$ cat src/isa_host_bus_pkg.sv
// What this block does
// - Display memory data drivers off during resets
// - Reset fall captures pins 3:0,12:9 read-only
// - Reset fall fixes option straps until reset
// - Address-latch strap latches upper address on ALE
// - Address-latch strap needs gate strap bit 0 (pin 4) set
// - Drive host data only on claimed reads
// - Suspend masks host address inputs
// - Suspend masks host data inputs
// - Refresh gate low disables memory decode
// - I/O gate high disables I/O decode
// - Suspend ignores all host strobes and gates, except a claimed I/O write strobe ending in the first suspended cycle
// - READY low for waits, released after transfer
// - Host reset clears registers, outputs inactive
// - Host reset ignored during suspend, except by the display memory data drivers
// - Suspend pin overrides software power save
// - Enabled retrace interrupt rises zero to one
// - Interrupt held until timing controller clears it
// - Interrupt output tri-stated when disabled
// - Zero-wait output low on claimed I/O
package isa_host_bus_pkg;
  // APB byte addresses
  localparam logic [7:0] A_AUX_CFG = 8'h00;
  localparam logic [7:0] A_STRAPS = 8'h04;
  localparam logic [7:0] A_CTRL = 8'h08;
  localparam logic [7:0] A_STATUS = 8'h0c;
  // Control fields
  localparam int CTRL_W = 5;
  localparam logic [4:0] CTRL_RESET = 5'h00;
  localparam int C_IRQ_EN = 0;
  localparam int C_IRQ_OE = 1;
  localparam int C_PS_LSB = 2;
  // Power save codes
  localparam logic [2:0] PS_SUSPEND = 3'h7;
  // Strap positions within the 7-bit strap word {md[14:13], md[8:4]}
  localparam int S_GATE = 0;
  localparam int S_ALAT = 1;
  localparam logic [6:0] STRAPS_RESET = 7'h00;
  localparam logic [7:0] AUX_RESET = 8'h00;

  typedef enum logic [4:0] {
    ST_IDLE = 5'h01,
    ST_IO_RD = 5'h02,
    ST_IO_WR = 5'h04,
    ST_MEM_WAIT = 5'h08,
    ST_MEM_END = 5'h10
  } cyc_state_t;

  typedef struct packed {
    logic [23:0] addr;
    logic [15:0] data;
    logic ior_n;
    logic iow_n;
    logic memr_n;
    logic memw_n;
    logic bhe_n;
    logic ale;
    logic io_decode_gate;
    logic host_refresh_gate;
    logic host_reset;
    logic suspend_n;
    logic [15:0] display_mem_data;
  } isa_pins_t;

  // Idle bus levels, so the synchroniser shows no strobe or suspend after reset
  localparam isa_pins_t PINS_IDLE = '{ior_n: 1'b1, iow_n: 1'b1, memr_n: 1'b1, memw_n: 1'b1,
    bhe_n: 1'b1, host_refresh_gate: 1'b1, suspend_n: 1'b1, default: '0};

  typedef struct packed {
    logic [7:0] paddr;
    logic psel;
    logic penable;
    logic pwrite;
    logic [31:0] pwdata;
  } apb_req_t;

  typedef struct packed {
    logic [31:0] prdata;
    logic pready;
    logic pslverr;
  } apb_rsp_t;
endpackage : isa_host_bus_pkg

$ cat src/isa_host_bus_interface.sv
// Design decisions made here: the register addresses and the APB slave port.
`timescale 1ns/100ps
module isa_host_bus_interface
  import isa_host_bus_pkg::*;
#(
  parameter int IO_WORDS = 32,
  parameter logic [23:0] IO_BASE = 24'h0003c0,
  parameter logic [23:0] MEM_BASE = 24'h0a0000,
  parameter logic [23:0] MEM_LIMIT = 24'h0bffff
)(
  // Clock and reset
  input wire logic mclk,
  input wire logic sys_rst,
  // APB slave
  input wire apb_req_t apb_req,
  output apb_rsp_t apb_rsp,
  // ISA pins, asynchronous
  input wire isa_pins_t pins,
  output logic [15:0] host_data_out,
  output logic host_data_oe,
  output logic ready_oe,
  output logic zero_wait_oe,
  output logic irq_out,
  output logic irq_oe,
  // Display memory data pins
  output logic [15:0] display_mem_data_out,
  output logic display_mem_data_oe,
  // Core side, same clock
  input wire logic vretrace_evt,
  input wire logic vretrace_clr,
  input wire logic seq_reset,
  input wire logic md_drive_req,
  input wire logic [15:0] md_wdata,
  input wire logic cpu_mem_grant,
  input wire logic cpu_mem_done,
  input wire logic [15:0] cpu_mem_rdata,
  output logic cpu_mem_req,
  output logic cpu_mem_we,
  output logic [23:0] cpu_mem_addr,
  output logic [15:0] cpu_mem_wdata,
  output logic [2:0] psave_mode,
  output logic hw_suspend
);
  localparam int IDX_W = $clog2(IO_WORDS);

  typedef struct packed {
    isa_pins_t p1;
    isa_pins_t p2;
    logic rst_prev;
    logic [21:0] alat_addr;
    logic [7:0] aux_cfg;
    logic [6:0] straps;
    logic [CTRL_W-1:0] ctrl;
    logic irq_flag;
    logic irq_out;
    logic irq_oe;
    cyc_state_t cyc;
    logic [15:0] dout;
    logic dout_oe;
    logic ready_oe;
    logic zws_oe;
    logic [7:0] wbyte;
    logic [IDX_W-1:0] widx;
    logic mreq;
    logic mwe;
    logic [23:0] maddr;
    logic [15:0] mwdata;
    logic [15:0] md_out;
    logic md_oe;
    logic [2:0] psave;
    logic susp;
    apb_rsp_t rsp;
    logic [IO_WORDS-1:0][7:0] io_regs;
  } state_t;

  state_t s;
  state_t n;

  // I/O window hit
  function automatic logic io_hit(input logic [23:0] a);
    io_hit = (a >= IO_BASE) && (a < IO_BASE + 24'(IO_WORDS));
  endfunction : io_hit

  // Display memory window hit
  function automatic logic mem_hit(input logic [23:0] a);
    mem_hit = (a >= MEM_BASE) && (a <= MEM_LIMIT);
  endfunction : mem_hit

  logic susp;
  logic hr;
  logic alat_on;
  logic [23:0] addr;
  logic [15:0] wdat;
  logic io_en;
  logic mem_en;
  logic [IDX_W-1:0] idx;
  logic apb_acc;

  // Qualified pin views
  always_comb
  begin
    susp = ~s.p2.suspend_n;
    hr = s.p2.host_reset & ~susp;
    alat_on = s.straps[S_ALAT] & s.straps[S_GATE];
    addr = susp ? 24'h000000 : (alat_on ? {s.alat_addr, s.p2.addr[1:0]} : s.p2.addr);
    wdat = susp ? 16'h0000 : s.p2.data;
    io_en = ~susp & ~hr & ~s.p2.io_decode_gate;
    mem_en = ~susp & ~hr & s.p2.host_refresh_gate;
    idx = IDX_W'(addr - IO_BASE);
    apb_acc = apb_req.psel & apb_req.penable;
  end

  // Next state
  always_comb
  begin
    n = s;
    n.p1 = pins;
    n.p2 = s.p1;
    n.rst_prev = s.p2.host_reset;
    n.susp = susp;
    n.psave = susp ? PS_SUSPEND : s.ctrl[C_PS_LSB +: 3];
    // Upper address follows the pins while ALE is high, held while it is low
    if (alat_on && !susp && s.p2.ale)
      n.alat_addr = s.p2.addr[23:2];
    // Straps caught on the falling reset edge
    if (s.rst_prev && !s.p2.host_reset && !susp)
    begin
      n.aux_cfg = {s.p2.display_mem_data[12:9], s.p2.display_mem_data[3:0]};
      n.straps = {s.p2.display_mem_data[14:13], s.p2.display_mem_data[8:4]};
    end
    // Display memory data drivers
    n.md_out = md_wdata;
    n.md_oe = md_drive_req & ~s.p2.host_reset & ~seq_reset;
    // Retrace interrupt, set beats clear
    if (vretrace_evt && s.ctrl[C_IRQ_EN])
      n.irq_flag = 1'b1;
    else if (vretrace_clr)
      n.irq_flag = 1'b0;
    n.irq_out = s.irq_flag;
    n.irq_oe = s.ctrl[C_IRQ_OE] & ~susp;
    // Host cycle sequencing
    case (s.cyc)
      ST_IDLE:
      begin
        if (io_en && io_hit(addr) && !s.p2.ior_n)
        begin
          n.cyc = ST_IO_RD;
          n.dout = {s.io_regs[idx], s.io_regs[idx]};
          n.dout_oe = 1'b1;
          n.zws_oe = 1'b1;
        end
        else if (io_en && io_hit(addr) && !s.p2.iow_n)
        begin
          n.cyc = ST_IO_WR;
          n.widx = idx;
          n.wbyte = wdat[7:0];
          n.zws_oe = 1'b1;
        end
        else if (mem_en && mem_hit(addr) && !(s.p2.memr_n && s.p2.memw_n))
        begin
          n.cyc = ST_MEM_WAIT;
          n.ready_oe = 1'b1;
          n.mreq = 1'b1;
          n.mwe = ~s.p2.memw_n;
          n.maddr = addr;
          n.mwdata = s.p2.bhe_n ? {8'h00, wdat[7:0]} : wdat;
        end
      end
      ST_IO_RD:
      begin
        if (s.p2.ior_n)
        begin
          n.cyc = ST_IDLE;
          n.dout_oe = 1'b0;
          n.zws_oe = 1'b0;
        end
      end
      ST_IO_WR:
      begin
        if (!s.p2.iow_n)
          n.wbyte = wdat[7:0];
        else
        begin
          n.io_regs[s.widx] = s.wbyte;
          n.cyc = ST_IDLE;
          n.zws_oe = 1'b0;
        end
      end
      ST_MEM_WAIT:
      begin
        if (cpu_mem_grant && cpu_mem_done)
        begin
          n.mreq = 1'b0;
          n.ready_oe = 1'b0;
          n.dout = cpu_mem_rdata;
          n.dout_oe = ~s.mwe;
          n.cyc = ST_MEM_END;
        end
      end
      ST_MEM_END:
      begin
        if (s.p2.memr_n && s.p2.memw_n)
        begin
          n.dout_oe = 1'b0;
          n.cyc = ST_IDLE;
        end
      end
      default:
      begin
        n.cyc = ST_IDLE;
      end
    endcase
    // Suspend or host reset drops every host output
    if (susp || hr)
    begin
      n.cyc = ST_IDLE;
      n.dout_oe = 1'b0;
      n.ready_oe = 1'b0;
      n.zws_oe = 1'b0;
      n.mreq = 1'b0;
    end
    // Host reset clears the register state
    if (hr)
    begin
      n.ctrl = CTRL_RESET;
      n.irq_flag = 1'b0;
      n.irq_oe = 1'b0;
      n.io_regs = '0;
      n.alat_addr = '0;
    end
    // APB slave, one wait cycle per access
    n.rsp.pready = apb_acc & ~s.rsp.pready;
    n.rsp.pslverr = 1'b0;
    n.rsp.prdata = 32'h00000000;
    if (apb_acc && !s.rsp.pready)
    begin
      if (apb_req.paddr == A_AUX_CFG)
        n.rsp.prdata = {24'h000000, s.aux_cfg};
      else if (apb_req.paddr == A_STRAPS)
        n.rsp.prdata = {25'h0000000, s.straps};
      else if (apb_req.paddr == A_CTRL)
        n.rsp.prdata = {27'h0000000, s.ctrl};
      else if (apb_req.paddr == A_STATUS)
        n.rsp.prdata = {24'h000000, s.cyc, alat_on, s.irq_flag, susp};
      else
        n.rsp.pslverr = 1'b1;
    end
    // Control write lands on the completing edge
    if (apb_acc && s.rsp.pready && apb_req.pwrite && apb_req.paddr == A_CTRL && !hr)
      n.ctrl = apb_req.pwdata[CTRL_W-1:0];
  end

  // State register
  always_ff @(posedge mclk)
  begin
    if (sys_rst)
    begin
      s <= '0;
      s.p1 <= PINS_IDLE;
      s.p2 <= PINS_IDLE;
      s.cyc <= ST_IDLE;
      s.ctrl <= CTRL_RESET;
      s.aux_cfg <= AUX_RESET;
      s.straps <= STRAPS_RESET;
    end
    else
      s <= n;
  end

  // Outputs from flops
  assign apb_rsp = s.rsp;
  assign host_data_out = s.dout;
  assign host_data_oe = s.dout_oe;
  assign ready_oe = s.ready_oe;
  assign zero_wait_oe = s.zws_oe;
  assign irq_out = s.irq_out;
  assign irq_oe = s.irq_oe;
  assign display_mem_data_out = s.md_out;
  assign display_mem_data_oe = s.md_oe;
  assign cpu_mem_req = s.mreq;
  assign cpu_mem_we = s.mwe;
  assign cpu_mem_addr = s.maddr;
  assign cpu_mem_wdata = s.mwdata;
  assign psave_mode = s.psave;
  assign hw_suspend = s.susp;

  // Checks
  a_md_hiz_reset: assert property (@(posedge mclk) disable iff (sys_rst)
    (s.p2.host_reset || seq_reset) |=> !display_mem_data_oe)
    else $error("memory data driven during reset");
  a_strap_capture: assert property (@(posedge mclk) disable iff (sys_rst)
    (s.rst_prev && !s.p2.host_reset && !susp) |=>
    s.aux_cfg == {$past(s.p2.display_mem_data[12:9]), $past(s.p2.display_mem_data[3:0])})
    else $error("aux strap not captured");
  a_alat_gated: assert property (@(posedge mclk) disable iff (sys_rst)
    !s.straps[S_GATE] |-> !alat_on)
    else $error("address latch active without gate strap");
  a_data_claimed: assert property (@(posedge mclk) disable iff (sys_rst)
    host_data_oe |-> (s.cyc == ST_IO_RD || s.cyc == ST_MEM_END))
    else $error("host data driven outside a claimed read");
  a_susp_quiet: assert property (@(posedge mclk) disable iff (sys_rst)
    susp |=> (s.cyc == ST_IDLE && !ready_oe && !zero_wait_oe && !host_data_oe))
    else $error("host cycle claimed in suspend");
  a_refresh_gate: assert property (@(posedge mclk) disable iff (sys_rst)
    (s.cyc == ST_IDLE && !s.p2.host_refresh_gate) |=> !ready_oe)
    else $error("memory claimed during refresh");
  a_io_gate: assert property (@(posedge mclk) disable iff (sys_rst)
    (s.cyc == ST_IDLE && s.p2.io_decode_gate) |=> !zero_wait_oe)
    else $error("io claimed with decode gate high");
  a_ready_release: assert property (@(posedge mclk) disable iff (sys_rst)
    (s.cyc == ST_MEM_WAIT && cpu_mem_grant && cpu_mem_done) |=> !ready_oe ##0 !cpu_mem_req)
    else $error("ready not released after transfer");
  a_irq_sticky: assert property (@(posedge mclk) disable iff (sys_rst)
    (s.irq_flag && !vretrace_clr && !hr) |=> s.irq_flag ##1 irq_out)
    else $error("interrupt dropped without clear");
  a_irq_tristate: assert property (@(posedge mclk) disable iff (sys_rst)
    !s.ctrl[C_IRQ_OE] |=> !irq_oe)
    else $error("interrupt driven while disabled");
  a_susp_override: assert property (@(posedge mclk) disable iff (sys_rst)
    susp |=> psave_mode == PS_SUSPEND)
    else $error("suspend did not override power save");
  a_apb_answer: assert property (@(posedge mclk) disable iff (sys_rst)
    (apb_acc && !apb_rsp.pready) |=> apb_rsp.pready)
    else $error("apb answer late");
  a_irq_rise: assert property (@(posedge mclk) disable iff (sys_rst)
    (vretrace_evt && s.ctrl[C_IRQ_EN] && !hr) |=> s.irq_flag ##1 irq_out)
    else $error("retrace interrupt did not rise");
  a_zws_claim: assert property (@(posedge mclk) disable iff (sys_rst)
    zero_wait_oe |-> (s.cyc == ST_IO_RD || s.cyc == ST_IO_WR))
    else $error("zero wait driven outside a claimed io cycle");
  a_ready_claim: assert property (@(posedge mclk) disable iff (sys_rst)
    ready_oe |-> s.cyc == ST_MEM_WAIT)
    else $error("ready held low outside a memory wait");
  a_ready_hold: assert property (@(posedge mclk) disable iff (sys_rst)
    (s.cyc == ST_MEM_WAIT && !(cpu_mem_grant && cpu_mem_done) && !susp && !hr) |=> ready_oe)
    else $error("ready released before transfer done");
  a_hr_clears: assert property (@(posedge mclk) disable iff (sys_rst)
    hr |=> (s.ctrl == CTRL_RESET && !s.irq_flag && !irq_oe))
    else $error("host reset left register state");
  a_straps_fixed: assert property (@(posedge mclk) disable iff (sys_rst)
    !(s.rst_prev && !s.p2.host_reset && !susp) |=> $stable(s.straps))
    else $error("straps changed outside reset edge");
  a_regs_frozen: assert property (@(posedge mclk) disable iff (sys_rst)
    (susp && s.cyc == ST_IDLE) |=> $stable(s.io_regs))
    else $error("io register written in suspend");
endmodule : isa_host_bus_interface

$ cat config.mk
export PLATFORM = sky130hd
export DESIGN_NAME = isa_host_bus_interface
export DESIGN_NICKNAME = d
export VERILOG_FILES = /design/src/isa_host_bus_pkg.sv /design/src/isa_host_bus_interface.sv
export SDC_FILE = /design/constraint.sdc
export NUM_CORES = 1
export LEC_CHECK = 0
export BUFFER_PORTS_ARGS = -buffer_cell sky130_fd_sc_hd__buf_2
export CAP_MARGIN = 10
export CORE_MARGIN = 4
export CORE_UTILIZATION = 45
export CTS_BUF_LIST = sky130_fd_sc_hd__clkbuf_16
export DETAILED_ROUTE_END_ITERATION = 6
export PLACE_DENSITY_LB_ADDON = 0.3
export SYNTH_ARGS = -nofsm -noshare
export SYNTH_HDL_FRONTEND = slang
export SYNTH_SLANG_ARGS = --single-unit
$ cat constraint.sdc
create_clock -name mclk -period 3 [get_ports mclk]
set_input_delay 0.6 -clock mclk [delete_from_list [all_inputs] [get_ports mclk]]
set_output_delay 0.6 -clock mclk [all_outputs]
set_load 0.005 [all_outputs]
==> After elaboration in Yosys (flattened, before gate mapping) <==
Cells that the tools add are included.
{ "word_totals": {"regBits": 566, "mem_bits_ro": 0, "mem_bits_rw": 0, "memories": 0, "latch_bits": 0} }
{ "classes": {"bitwise": 21, "mul": 0, "div": 0, "n_eq_ne": 20, "n_lt_le_gt_ge": 7, "add_sub_neg": 1, "muxes": 47, "shift": 0, "n_reduce_logical": 47} }
{ "op_table": {"columns": ["cell", "count"], "rows": [
  ["bitwise mux 256 bit", 1],
  ["two-way mux 42 bit", 2],
  ["two-way mux 8 bit", 7],
  ["two-way mux 55 bit", 1],
  ["two-way mux 24 bit", 2],
  ["binary-select mux 8 bit (select 5 bit)", 1],
  ["demux 8 bit (select 5 bit)", 1],
  ["two-way mux 5 bit", 7],
  ["two-way mux 16 bit", 2],
  ["one-hot mux 16 bit (2 select lines)", 1],
  ["one-hot mux 5 bit (5 select lines)", 1],
  [">= comparator 24 x 10 -> 1 bit (second input constant)", 1],
  [">= comparator 24 x 20 -> 1 bit (second input constant)", 1],
  ["<= comparator 24 x 20 -> 1 bit (second input constant)", 1],
  ["< comparator 24 x 10 -> 1 bit (second input constant)", 1],
  ["two-way mux 23 bit", 1],
  ["logical AND 1 bit", 20],
  ["!= test 2 bit (second input constant)", 10],
  ["two-way mux 17 bit", 1],
  ["== test 8 x 4 -> 1 bit (second input constant)", 2],
  ["one-hot mux 8 bit (2 select lines)", 1],
  ["AND reduction 5 bit", 3],
  ["two-way mux 14 bit", 1],
  ["< comparator 5 x 6 -> 1 bit (second input constant)", 2],
  ["29 further kinds", 72]
]} }

==> Depth between registers and ports, before layout <==
Gate-level depths: netlist of the first run.
{ "logic_depth": {"depth_word": 11, "mapped_depth": 10, "mapped_depth_nobuf": 6} }

==> Least setup slack after synthesis of the first run <==
Ideal clock, no wire load.
{ "synth_timing": {"kind": "register to register", "from": "reg s[399] (netlist name)", "to": "reg s (netlist bit host_data_out[0])", "path_buffers": 3, "required_time_ns": 2.909, "setup_time_ns": 0.091, "stages_incl_launch_ff": 10, "arrival_time_ns": 2.157, "slack_ns": 0.752, "cell_sequence": "dfxtp_1 -> buf_6 -> buf_2 -> a21bo_2 -> buf_2 -> a21oi_2 -> mux2_2 -> a21oi_1 -> nand4_1 -> a311oi_1"} }
{ "synth_via": {"elab_chain_cells": 9} }
{ "synth_lines": {"columns": ["item", "line", "text"], "rows": [
  ["start: declaration", "isa_host_bus_interface.sv:76", "state_t s;"],
  ["start signal: assignment", "isa_host_bus_interface.sv:267", "s <= n;"],
  ["AND 1 bit (*)", "isa_host_bus_interface.sv:104", "alat_on = s.straps[S_ALAT] & s.straps[S_GATE];"],
  ["two-way mux 24 bit (*) (2 in series)", "isa_host_bus_interface.sv:105", "addr = susp ? 24'h000000 : (alat_on ? {s.alat_addr, s.p2.addr[1:0]} : s.p2.addr);"],
  ["parallel branches: the longest is 6 deep, another holds subtractor 5 x 1 -> 5 bit", null, null]
]} }
Every way passes the cells marked *. The select of a mux whose other input is x is not followed.
A chain may end at the register's enable or synchronous reset.

==> Worst setup path after layout of the first run <==
{ "layout_timing": {"from": "reg s[452] (netlist name)", "to": "reg s (netlist bit host_data_out[5])"} }
{ "layout_via": {"elab_chain_cells": 8} }
{ "layout_lines": {"columns": ["item"], "rows": [
  ["parallel branches: the longest is 8 deep, another holds subtractor 5 x 1 -> 5 bit"]
]} }
Parallel ways; which one is timed is not known. The select of a mux whose other input is x is not followed.

==> results of run 1 <==
==> kinds of logic (layout without fill, tap and decap cells) <==
kind of cell	count (synthesis)	count (layout)	synth area share, %
other	1	24	0.0162
and+or+nand+nor	977	977	20.8
AOI/OAI and AO/OA	424	424	12.4
muxes	270	270	12.0
buffers and inverters	351	419	7.95
xor gates and xnor gates	1	1	0.0377
DFF	542	542	46.7
==> final timing paths <==
kind                                        start                             end  depth (start not counted)
worst min register to register  n[460]$_SDFF_PP1_               s[460]$_SDFF_PP1_                          1
worst max-delay path            s[452]$_SDFF_PP1_   host_data_out[5]$_SDFFE_PP0P_                          8
worst max register to register  s[452]$_SDFF_PP1_   host_data_out[5]$_SDFFE_PP0P_                          8
worst min-delay path                    seq_reset  display_mem_data_oe$_SDFF_PP0_                          2
==> state kept, by name (all words and copies together) (netlist names), 3 cells and up <==
register / cells
psave_mode: 3
s: 381
apb_rsp: 10
cpu_mem_wdata: 16
cpu_mem_addr: 24
display_mem_data_out: 16
host_data_out: 16
n: 67
==> layer usage <==
metal / vias to the layer above / routed length [um]
li1: 8870 / -
met1: 8918 / 28200
met2: 638 / 30300
met3: 149 / 3860
met4: 0 / 2330
met5: - / 0
==> metrics by stage <==
stage	setup slack [ps]	cells
after CTS	53.3	3328
after global placement	99.2	3232
final	79.9	3329
after floorplan	752	2589
after detailed placement	0.559	3232
after global routing	10.7	3329
==> critical path, cell delays in order, from the launching register on <==
cell and delay (ps):
dfxtp_2 540, buf_4 340, nand2_1 370, buf_4 320, nor4_1 570, a211oi_1 150, buf_4 180, nand4_1 170
a311oi_1 130
==> final cells by class <==
cell class	instances	share of cell area [%]
clock inverters	42	1.35
clock buffers	54	5.21
repair buffers	308	7.11
inverters	15	0.217
multi-input cells	1696	41.0
well taps	672	3.24
flip-flops and latches	542	41.9
==> cell usage after synthesis (18+ instances only) <==
master      n
nand4_1    38
nor3_1     25
nor2_2     19
dfxtp_1   542
mux2i_1   246
o21ai_0    39
nand3_1   118
and3_1     23
a21oi_1   173
nand2b_1   20
nor2_1    210
buf_2      29
buf_1      27
o211a_1    18
o211ai_1   56
a211oi_1   31
mux2_2     19
nor2b_1   136
clkbuf_1  158
buf_4     113
nand2_1   289
==> power groups by stage <==
stage	Clock, mW	Combinational, mW	Sequential (mW)
floorplan	0	0.406	7.48
global placement	0	0.580	7.49
detailed placement	0	0.589	7.49
CTS	6.70	0.591	7.33
global route	6.98	0.646	7.34
finish	6.59	0.598	7.33
==> repair_timing <==
action / 4_1_cts / 5_1_grt
hold buffers: 0 / 0
gates resized for setup: 1 / 7
gates cloned: 0 / 0
endpoints found under the setup margin: 1 / 23
pin swaps: 0 / 1
buffers inserted: 0 / 1
==> impl_results.md, run 1 <==
- Final setup violation count: 0
- Clock power share: 45.4%
- Primary FF master, synth: dfxtp_1
- Initial DRC count: 1863
- Ratio of cells with drive above 1 in the final layout: 17.8%
- Yosys top cell area share: 46.7%
- Post-route cell area: 25900 um2
- PnR Total Power: 14.5 mW
- Ys Warns: 0
- Hold slack: 140 ps
- Die footprint: 55300 um2
- Core area: 50600 um2
- Vias in the first global route: 17900
- Placed instance area: 24200 um2
- Cell Pwr Density: 560 nW/um2
- Final slew viol count: 0
- LEAKAGE: 9.76 nW
- RSZ-0062 raised after global routing: no
- Synthesized cell area: 23200 um2
- Sequential cell area fraction in the yosys report: 46.7%
- Hold Fails Final Rpt: 0
- Fin util: 51.3%
- Int Pwr: 11.2 mW
- Multi-input logic area: 10600 um2
- Area grow syn2layout: 11.8%
- Sequential Area: 10900 um2
- Critical path data arrival time: 3390 ps
- Synthesized flop and latch total: 542
- Pre-antenna DRT Iters: 5
- Num rows: 82
- Mapped Cells: 2566
- Fin crit share: 97.3%
- Diode count: 0
- Root buffer cell: clkbuf_16
- Port Buffer Count: 214
- Asr flop ratio synth: 0%
- Die height: 235 um
- Maximum VDD drop: 424 uV
- CTS Sinks: 542
- Initial Util: 45.9%
- Worst-Skew Late Latency: 620 ps
- Max Clock Skew: 25.8 ps
- First-pass GRT wire length: 101000 um
- Most frequent cells in the layout: 532 x dfxtp_1, 288 x nand2_1, 246 x mux2i_1, 213 x buf_2, 210 x nor2_1
- GRT overflow: 0
- Mean post-synth cell area: 9.05 um2
- Hold WC Path Type: input pin to register
- Grt met2 use: 36.1%
- Final ANT Viol Nets: 0
- Top achievable clock speed: 0.342 GHz
- Htree depth: 2
- Total of max-cap violations: 0
- Initial antenna violation count: 0
- CP max FO: 22
- Crit. End Element: register
- CTS buffer count: 54
- Met3 Resource Use GR: 3.07%
- GR Util All Layers: 22.2%
- Top cells by area, synth: dfxtp_1 47%, mux2i_1 11%, nand2_1 4.7%
- Clk buf depth: 3
- Hpwl dp: 43400 um
- Vias per cell: 5.58
- Layout Nets: 2766
- WL/cell: 19.4 um
- Commonest non-fill, non-tap cell in the layout: dfxtp_1
- Psw: 3.30 mW
- Largest net degree at the start of global routing: 143
- Die Wd: 235 um
- EDFF count, synth: 0
- Leading area contributor after synthesis: dfxtp_1
- CP required: 3470 ps
- I/O Pins: 267
- GRT Max-Usage Layer: met2
- CP Class: register to register
- Setup_tns: 0 ps
- Status: complete, no violations
- Sw frac: 22.7%
- Worst Max-Slew Pin Slew: 1000 ps
- Synth unique cells: 71
- Via count: 18600
- DRC viols: 0
- Slew Limit Headroom: 33.2%
- R2R Setup Slk: 80 ps
- Fillcell total: 4599
- Combinational share of power: 4.1%
- Met1 Use GR: 29.9%
- Worst setup SP type: register
- Placer congestion estimate: 0.950
- Total Routed Length: 64700 um
- CTS tree: built
- Sequential Power Share: 50.5%
- Clock Pin Slew Worst Setup and Hold Paths: 60 ps
- Final min period: 2920 ps
(Power assumes the default switching activity.)
==> run 2: changes to the inputs <==
Settings changed: ABC_AREA from default to 1.
==> impl_results.md, run 2 <==
- Pre-antenna DRT Iters: 5 (unchanged)
- Total of max-cap violations: 0 (unchanged)
- Most frequent cells in the layout: 542 x dfxtp_1, 430 x a21oi_1, 336 x inv_1, 300 x o21ai_0, 264 x nand2_1
- Asr flop ratio synth: 0% (unchanged)
- Ratio of cells with drive above 1 in the final layout: 15.3% (-2.5 points)
- Ys Warns: 0 (unchanged)
- RSZ-0062 raised after global routing: no
- Root buffer cell: clkbuf_16
- DRC viols: 0 (unchanged)
- Num rows: 81 (-1.2%)
- Top cells by area, synth: dfxtp_1 49%, a21oi_1 9.6%, o21ai_0 6.7%
- Critical path data arrival time: 3300 ps (-90 ps)
- Largest net degree at the start of global routing: 212 (+48%)
- Commonest non-fill, non-tap cell in the layout: dfxtp_1
- Hold Fails Final Rpt: 0 (unchanged)
- Max Clock Skew: 27.9 ps (+2.10 ps)
- Final worst slack: 200 ps (+120 ps)
- CTS tree: built
- Worst-Skew Late Latency: 630 ps (about the same)
- First-pass GRT wire length: 96200 um (-4.4%)
- Leading area contributor after synthesis: dfxtp_1
- Slew Limit Headroom: 33.0% (-0.21 points)
- Via count: 18800 (+1.3%)
- WL/cell: 16.8 um (-13%)
- Total Routed Length: 61100 um (-5.5%)
- Setup_tns: 0 ps (unchanged)
- CP max FO: 31 (+41%)
- Yosys top cell area share: 48.7% (+1.9 points)
- Placer congestion estimate: 0.924 (-2.7%)
- I/O Pins: 267 (unchanged)
- Final setup violation count: 0 (unchanged)
- LEAKAGE: 10.7 nW (+9.7%)
- Die footprint: 53200 um2 (-3.8%)
- Cell Pwr Density: 640 nW/um2 (+14%)
- Mean post-synth cell area: 7.76 um2 (-14%)
- Hold WC Path Type: input pin to register
- Cts hold-fix bufs: 0 (unchanged)
- Clock Pin Slew Worst Setup and Hold Paths: 60 ps (about the same)
- Vias in the first global route: 17800 (-0.58%)
- Sequential Area: 10900 um2 (-0.12%)
- Final slew viol count: 0 (unchanged)
- Sequential cell area fraction in the yosys report: 48.7% (+1.9 points)
- Hold slack: 125 ps (-14.6 ps)
- CP Class: register to register
- Area grow syn2layout: 11.7% (about the same)
- Die Wd: 231 um (-1.9%)
- Final ANT Viol Nets: 0 (unchanged)
- Status: complete, no violations
- Largest register FFs: 381 (unchanged)
- Synth top cells by count: 542 x dfxtp_1, 430 x a21oi_1, 327 x inv_1
- Synthesized flop and latch total: 542 (unchanged)
- Core area: 49000 um2 (-3.2%)
- Clk buf depth: 3 (unchanged)
- Buffer count from post-CTS setup fixing: 0 (unchanged)
- Initial DRC count: 1575 (-15%)
- Maximum VDD drop: 421 uV (-0.67%)
- Primary FF master, synth: dfxtp_1
- Layout Nets: 3076 (+11%)
- Multi-input logic area: 8470 um2 (-20%)
- Fin util: 50.9% (-0.41 points)
- Crit. End Element: register
- Hpwl dp: 40700 um (-6.3%)
- Worst setup SP type: register
- Mapped Cells: 2874 (+12%)
- Final min period: 2800 ps (-120 ps)
- Count leader, synth: dfxtp_1
- Synthesized cell area: 22300 um2 (-3.9%)
- Top reg by flops: s
- Fillcell total: 4668 (+1.5%)
- CTS resizes: 0 (-1)
- Initial Util: 45.6% (-0.33 points)
- Vias per cell: 5.18 (-7.2%)
- CTS buffer count: 53 (-1.9%)
- Fin crit share: 93.3% (-4.0 points)
- Dpl ws: 288 ps (+288 ps)
- Htree depth: 2 (unchanged)
- GR Util All Layers: 22.3% (+0.11 points)
- GRT overflow: 0 (unchanged)
- Port Buffer Count: 214 (unchanged)
- Top achievable clock speed: 0.357 GHz (+4.3%)
- Synth unique cells: 45 (-37%)
- CTS Sinks: 542 (unchanged)
- CP required: 3500 ps (+30 ps)
- Worst Max-Slew Pin Slew: 999 ps (-2.98 ps)
- Die height: 231 um (-1.9%)
- Initial antenna violation count: 1 (+1)
- EDFF count, synth: 0 (unchanged)
## run 2: changes by cell type after synthesis, moves of 26 or more
cell,before,now
o21a_1,3,61
a21oi_1,173,430
o21ai_1,2,56
inv_1,14,327
a211oi_1,31,5
mux2i_1,246,0
nor2_1,210,259
o21ai_0,39,300
nor2b_1,136,0
nand4_1,38,7
clkbuf_1,158,103
## run 2: stage by stage
stage / instances / power, mW / area, um2
2_1_floorplan: 2897 / 8.83 / 22400
3_5_place_dp: 3536 / 9.22 / 23100
3_3_place_gp: 3536 / 9.19 / 23100
5_1_grt: 3633 / 16.6 / 24900
6_report: 3634 / 15.9 / 24900
4_1_cts: 3633 / 16.1 / 24900
## run 2: worst paths after layout
check / slack, ps / from / cells after the start / endpoint
worst max-delay path: 200 / s[399]$_SDFFE_PP0P_ / 13 / host_data_out[14]$_SDFFE_PP0P_
worst min register to register: 400 / n[495]$_SDFF_PP0_ / 2 / s[495]$_SDFF_PP0_
worst min-delay path: 130 / seq_reset / 2 / display_mem_data_oe$_SDFF_PP0_
worst max register to register: 200 / s[399]$_SDFFE_PP0P_ / 13 / host_data_out[14]$_SDFFE_PP0P_
## run 2: where the power goes
part / total [mW] / internal [mW] / switching (mW)
registers: 7.48 / 7.39 / 0.0926
clock network: 6.86 / 4.00 / 2.86
logic: 1.60 / 0.514 / 1.09
total: 15.9 / 11.9 / 4.04
## run 2: worst max-delay path: stages (launching register included)
cell and delay, ps:
dfxtp_1 430, nand2_8 190, inv_4 200, nor2_1 60
nor2_1 80, nand2_1 340, inv_2 460, nand3_1 210
nand3_1 160, nand3_1 110, nand3_1 190, nand2_1 70
nor2_1 100, nor2_1 50
## run 2: layout make-up
class	count	area share, %
multi-input combinational	1699	34.0
timing repair buffer	269	6.38
sequential	542	43.6
tap	664	3.33
clock buffer	53	5.32
antenna	1	0.0100
clock inverter	44	1.92
inverter	362	5.47
## run 2: cells by family after synthesis
| logic type | count (synthesis) | synth area share (%) |
|---|---|---|
| other | 1 | 0.0168 |
| and+or+nand+nor | 745 | 15.0 |
| AOI/OAI and AO/OA | 930 | 22.5 |
| buffers and inverters | 656 | 13.8 |
| DFF | 542 | 48.7 |
## run 2: metal layers
metal,GRT usage [%],vias up,share of wire [%]
li1,-,9352,-
met1,29.9,8734,44
met2,36.1,619,46
met3,4.54,104,7.6
met4,7.33,0,2.8
met5,0,-,0
==> run 3: changes to the inputs <==
Settings changed: CORE_MARGIN 4 to 2.
==> impl_results.md, run 3 (same netlist as run 2, synthesis figures left out) <==
- Status: complete, no violations
- Ratio of cells with drive above 1 in the final layout: 15.5% (+0.28 points)
- CTS resizes: 0 (unchanged)
- RSZ-0062 raised after global routing: no
- R2R Setup Slk: 450 ps (+250 ps)
- Top reg by flops: s
- Layout Nets: 3087 (+0.36%)
- Pre-antenna DRT Iters: 6 (+1)
- Commonest non-fill, non-tap cell in the layout: dfxtp_1
- Worst setup SP type: register
- CP max FO: 18 (-42%)
- LEAKAGE: 10.7 nW (+0.40%)
- Hpwl dp: 40100 um (-1.4%)
- Die Wd: 227 um (-1.7%)
- Initial Util: 45.6% (unchanged)
- Worst-Skew Late Latency: 620 ps (about the same)
- Hold WC Path Type: input pin to register
- Multi-input logic area: 8470 um2 (unchanged)
- Die height: 227 um (-1.7%)
- CP required: 3550 ps (+50 ps)
- Critical path data arrival time: 3100 ps (-200 ps)
- Crit. End Element: register
- Placer congestion estimate: 0.934 (+1.0%)
- Buffer count from post-CTS setup fixing: 0 (unchanged)
- CTS Sinks: 542 (unchanged)
- Slew Limit Headroom: 38.6% (+5.6 points)
- Initial DRC count: 1557 (-1.1%)
- Vias in the first global route: 17800 (-0.16%)
- CTS tree: built
- Largest register FFs: 381 (unchanged)
- Fillcell total: 4636 (-0.69%)
- PnR Total Power: 16.0 mW (about the same)
- I/O Pins: 267 (unchanged)
- Clock Pin Slew Worst Setup and Hold Paths: 60 ps (about the same)
- Largest net degree at the start of global routing: 212 (unchanged)
- Sequential Area: 10900 um2 (unchanged)
- R2r endpoint: host_data_out[12]$_SDFFE_PP0P_
- DRC viols: 0 (unchanged)
- Cell count of the worst reg-to-reg path: 12 (-1)
- Port Buffer Count: 214 (unchanged)
- Most frequent cells in the layout: 542 x dfxtp_1, 430 x a21oi_1, 333 x inv_1, 300 x o21ai_0, 264 x nand2_1
- Final ANT Viol Nets: 0 (unchanged)
- Diode count: 0 (-1)
- Worst Max-Slew Pin Slew: 921 ps (-78.3 ps)
- Clk buf depth: 3 (unchanged)
- GR Util All Layers: 23.5% (+1.3 points)
- CP Class: register to register
- Final min period: 2550 ps (-248 ps)
- Core area: 49000 um2 (unchanged)
- Max Clock Skew: 15.4 ps (-12.5 ps)
- GRT overflow: 0 (unchanged)
- Cell Pwr Density: 638 nW/um2 (-0.24%)
- Initial antenna violation count: 0 (-1)
- Critical Path Sink: host_data_out[12]$_SDFFE_PP0P_
- CP Launch Point: s[452]$_SDFF_PP1_
- Area grow syn2layout: 12.0%
- Via count: 18800 (+0.15%)
- Hold Fails Final Rpt: 0 (unchanged)
- Cts hold-fix bufs: 0 (unchanged)
- WL/cell: 16.7 um (-0.59%)
- Root buffer cell: clkbuf_16
- Num rows: 81 (unchanged)
- Die footprint: 51400 um2 (-3.4%)
- Fin crit share: 85.1% (-8.3 points)
- Top achievable clock speed: 0.392 GHz (+9.7%)
- Reg2Reg Launch Point: s[452]$_SDFF_PP1_
- Setup_tns: 0 ps (unchanged)
- Maximum VDD drop: 411 uV (-2.5%)
- Total Routed Length: 60900 um (-0.31%)
- First-pass GRT wire length: 95500 um (-0.68%)
- Final slew viol count: 0 (unchanged)
- Htree depth: 2 (unchanged)
- Final setup violation count: 0 (unchanged)
- CTS buffer count: 54 (+1.9%)
- Vias per cell: 5.17 (-0.13%)
- Total of max-cap violations: 0 (unchanged)
==> run 3: cell type report <==
cell class / count / area share (%)
flip-flops and latches: 542 / 43.4
multi-input cells: 1699 / 33.9
repair buffers: 279 / 6.72
inverters: 362 / 5.46
clock buffers: 54 / 5.41
well taps: 664 / 3.33
clock inverters: 44 / 1.75
==> run 3: worst min-delay path by stage <==
stage                            from                              to  depth (start not counted)
floorplan           n[453]$_SDFF_PP0_               n[435]$_SDFF_PP0_                          2
global placement    n[477]$_SDFF_PP0_               s[477]$_SDFF_PP0_                          2
detailed placement  n[449]$_SDFF_PP0_               s[449]$_SDFF_PP0_                          2
CTS                         seq_reset  display_mem_data_oe$_SDFF_PP0_                          2
global route                seq_reset  display_mem_data_oe$_SDFF_PP0_                          2
finish                      seq_reset  display_mem_data_oe$_SDFF_PP0_                          2
==> run 3: layer usage <==
metal / GRT usage [%] / part of all wire (%) / up-vias
met5: 0 / 0 / -
met4: 8.04 / 3.0 / 0
met3: 5.20 / 7.7 / 109
met2: 37.9 / 46 / 631
met1: 31.2 / 43 / 8720
li1: - / - / 9377
==> run 3: worst max-delay path, stage by stage, from the launching register on <==
cell	delay (ps)
dfxtp_1	340
buf_4	200
nand2_2	360
clkinv_1	180
buf_4	260
buf_4	210
a21oi_1	230
nand2_1	90
nand3_1	90
nand2_1	50
nor2_1	240
nor2_1	90
nor2_1	100
==> run 3: per-stage QoR <==
stage,hold WS [ps],util (%),setup slack [ps],std cells,area [um2]
6_report,129,51.0,448,3644,25000
4_1_cts,97.7,51.0,419,3644,25000
3_3_place_gp,389,47.4,477,3546,23200
3_5_place_dp,395,47.4,462,3546,23200
2_1_floorplan,388,-,1060,2897,22400
5_1_grt,115,51.0,172,3644,25000
==> run 3: power breakdown <==
| group | switching, mW | total (mW) | internal, mW |
|---|---|---|---|
| sequential | 0.0894 | 7.48 | 7.39 |
| combinational | 1.08 | 1.61 | 0.525 |
| clock | 2.90 | 6.87 | 3.97 |
| total | 4.07 | 16.0 | 11.9 |
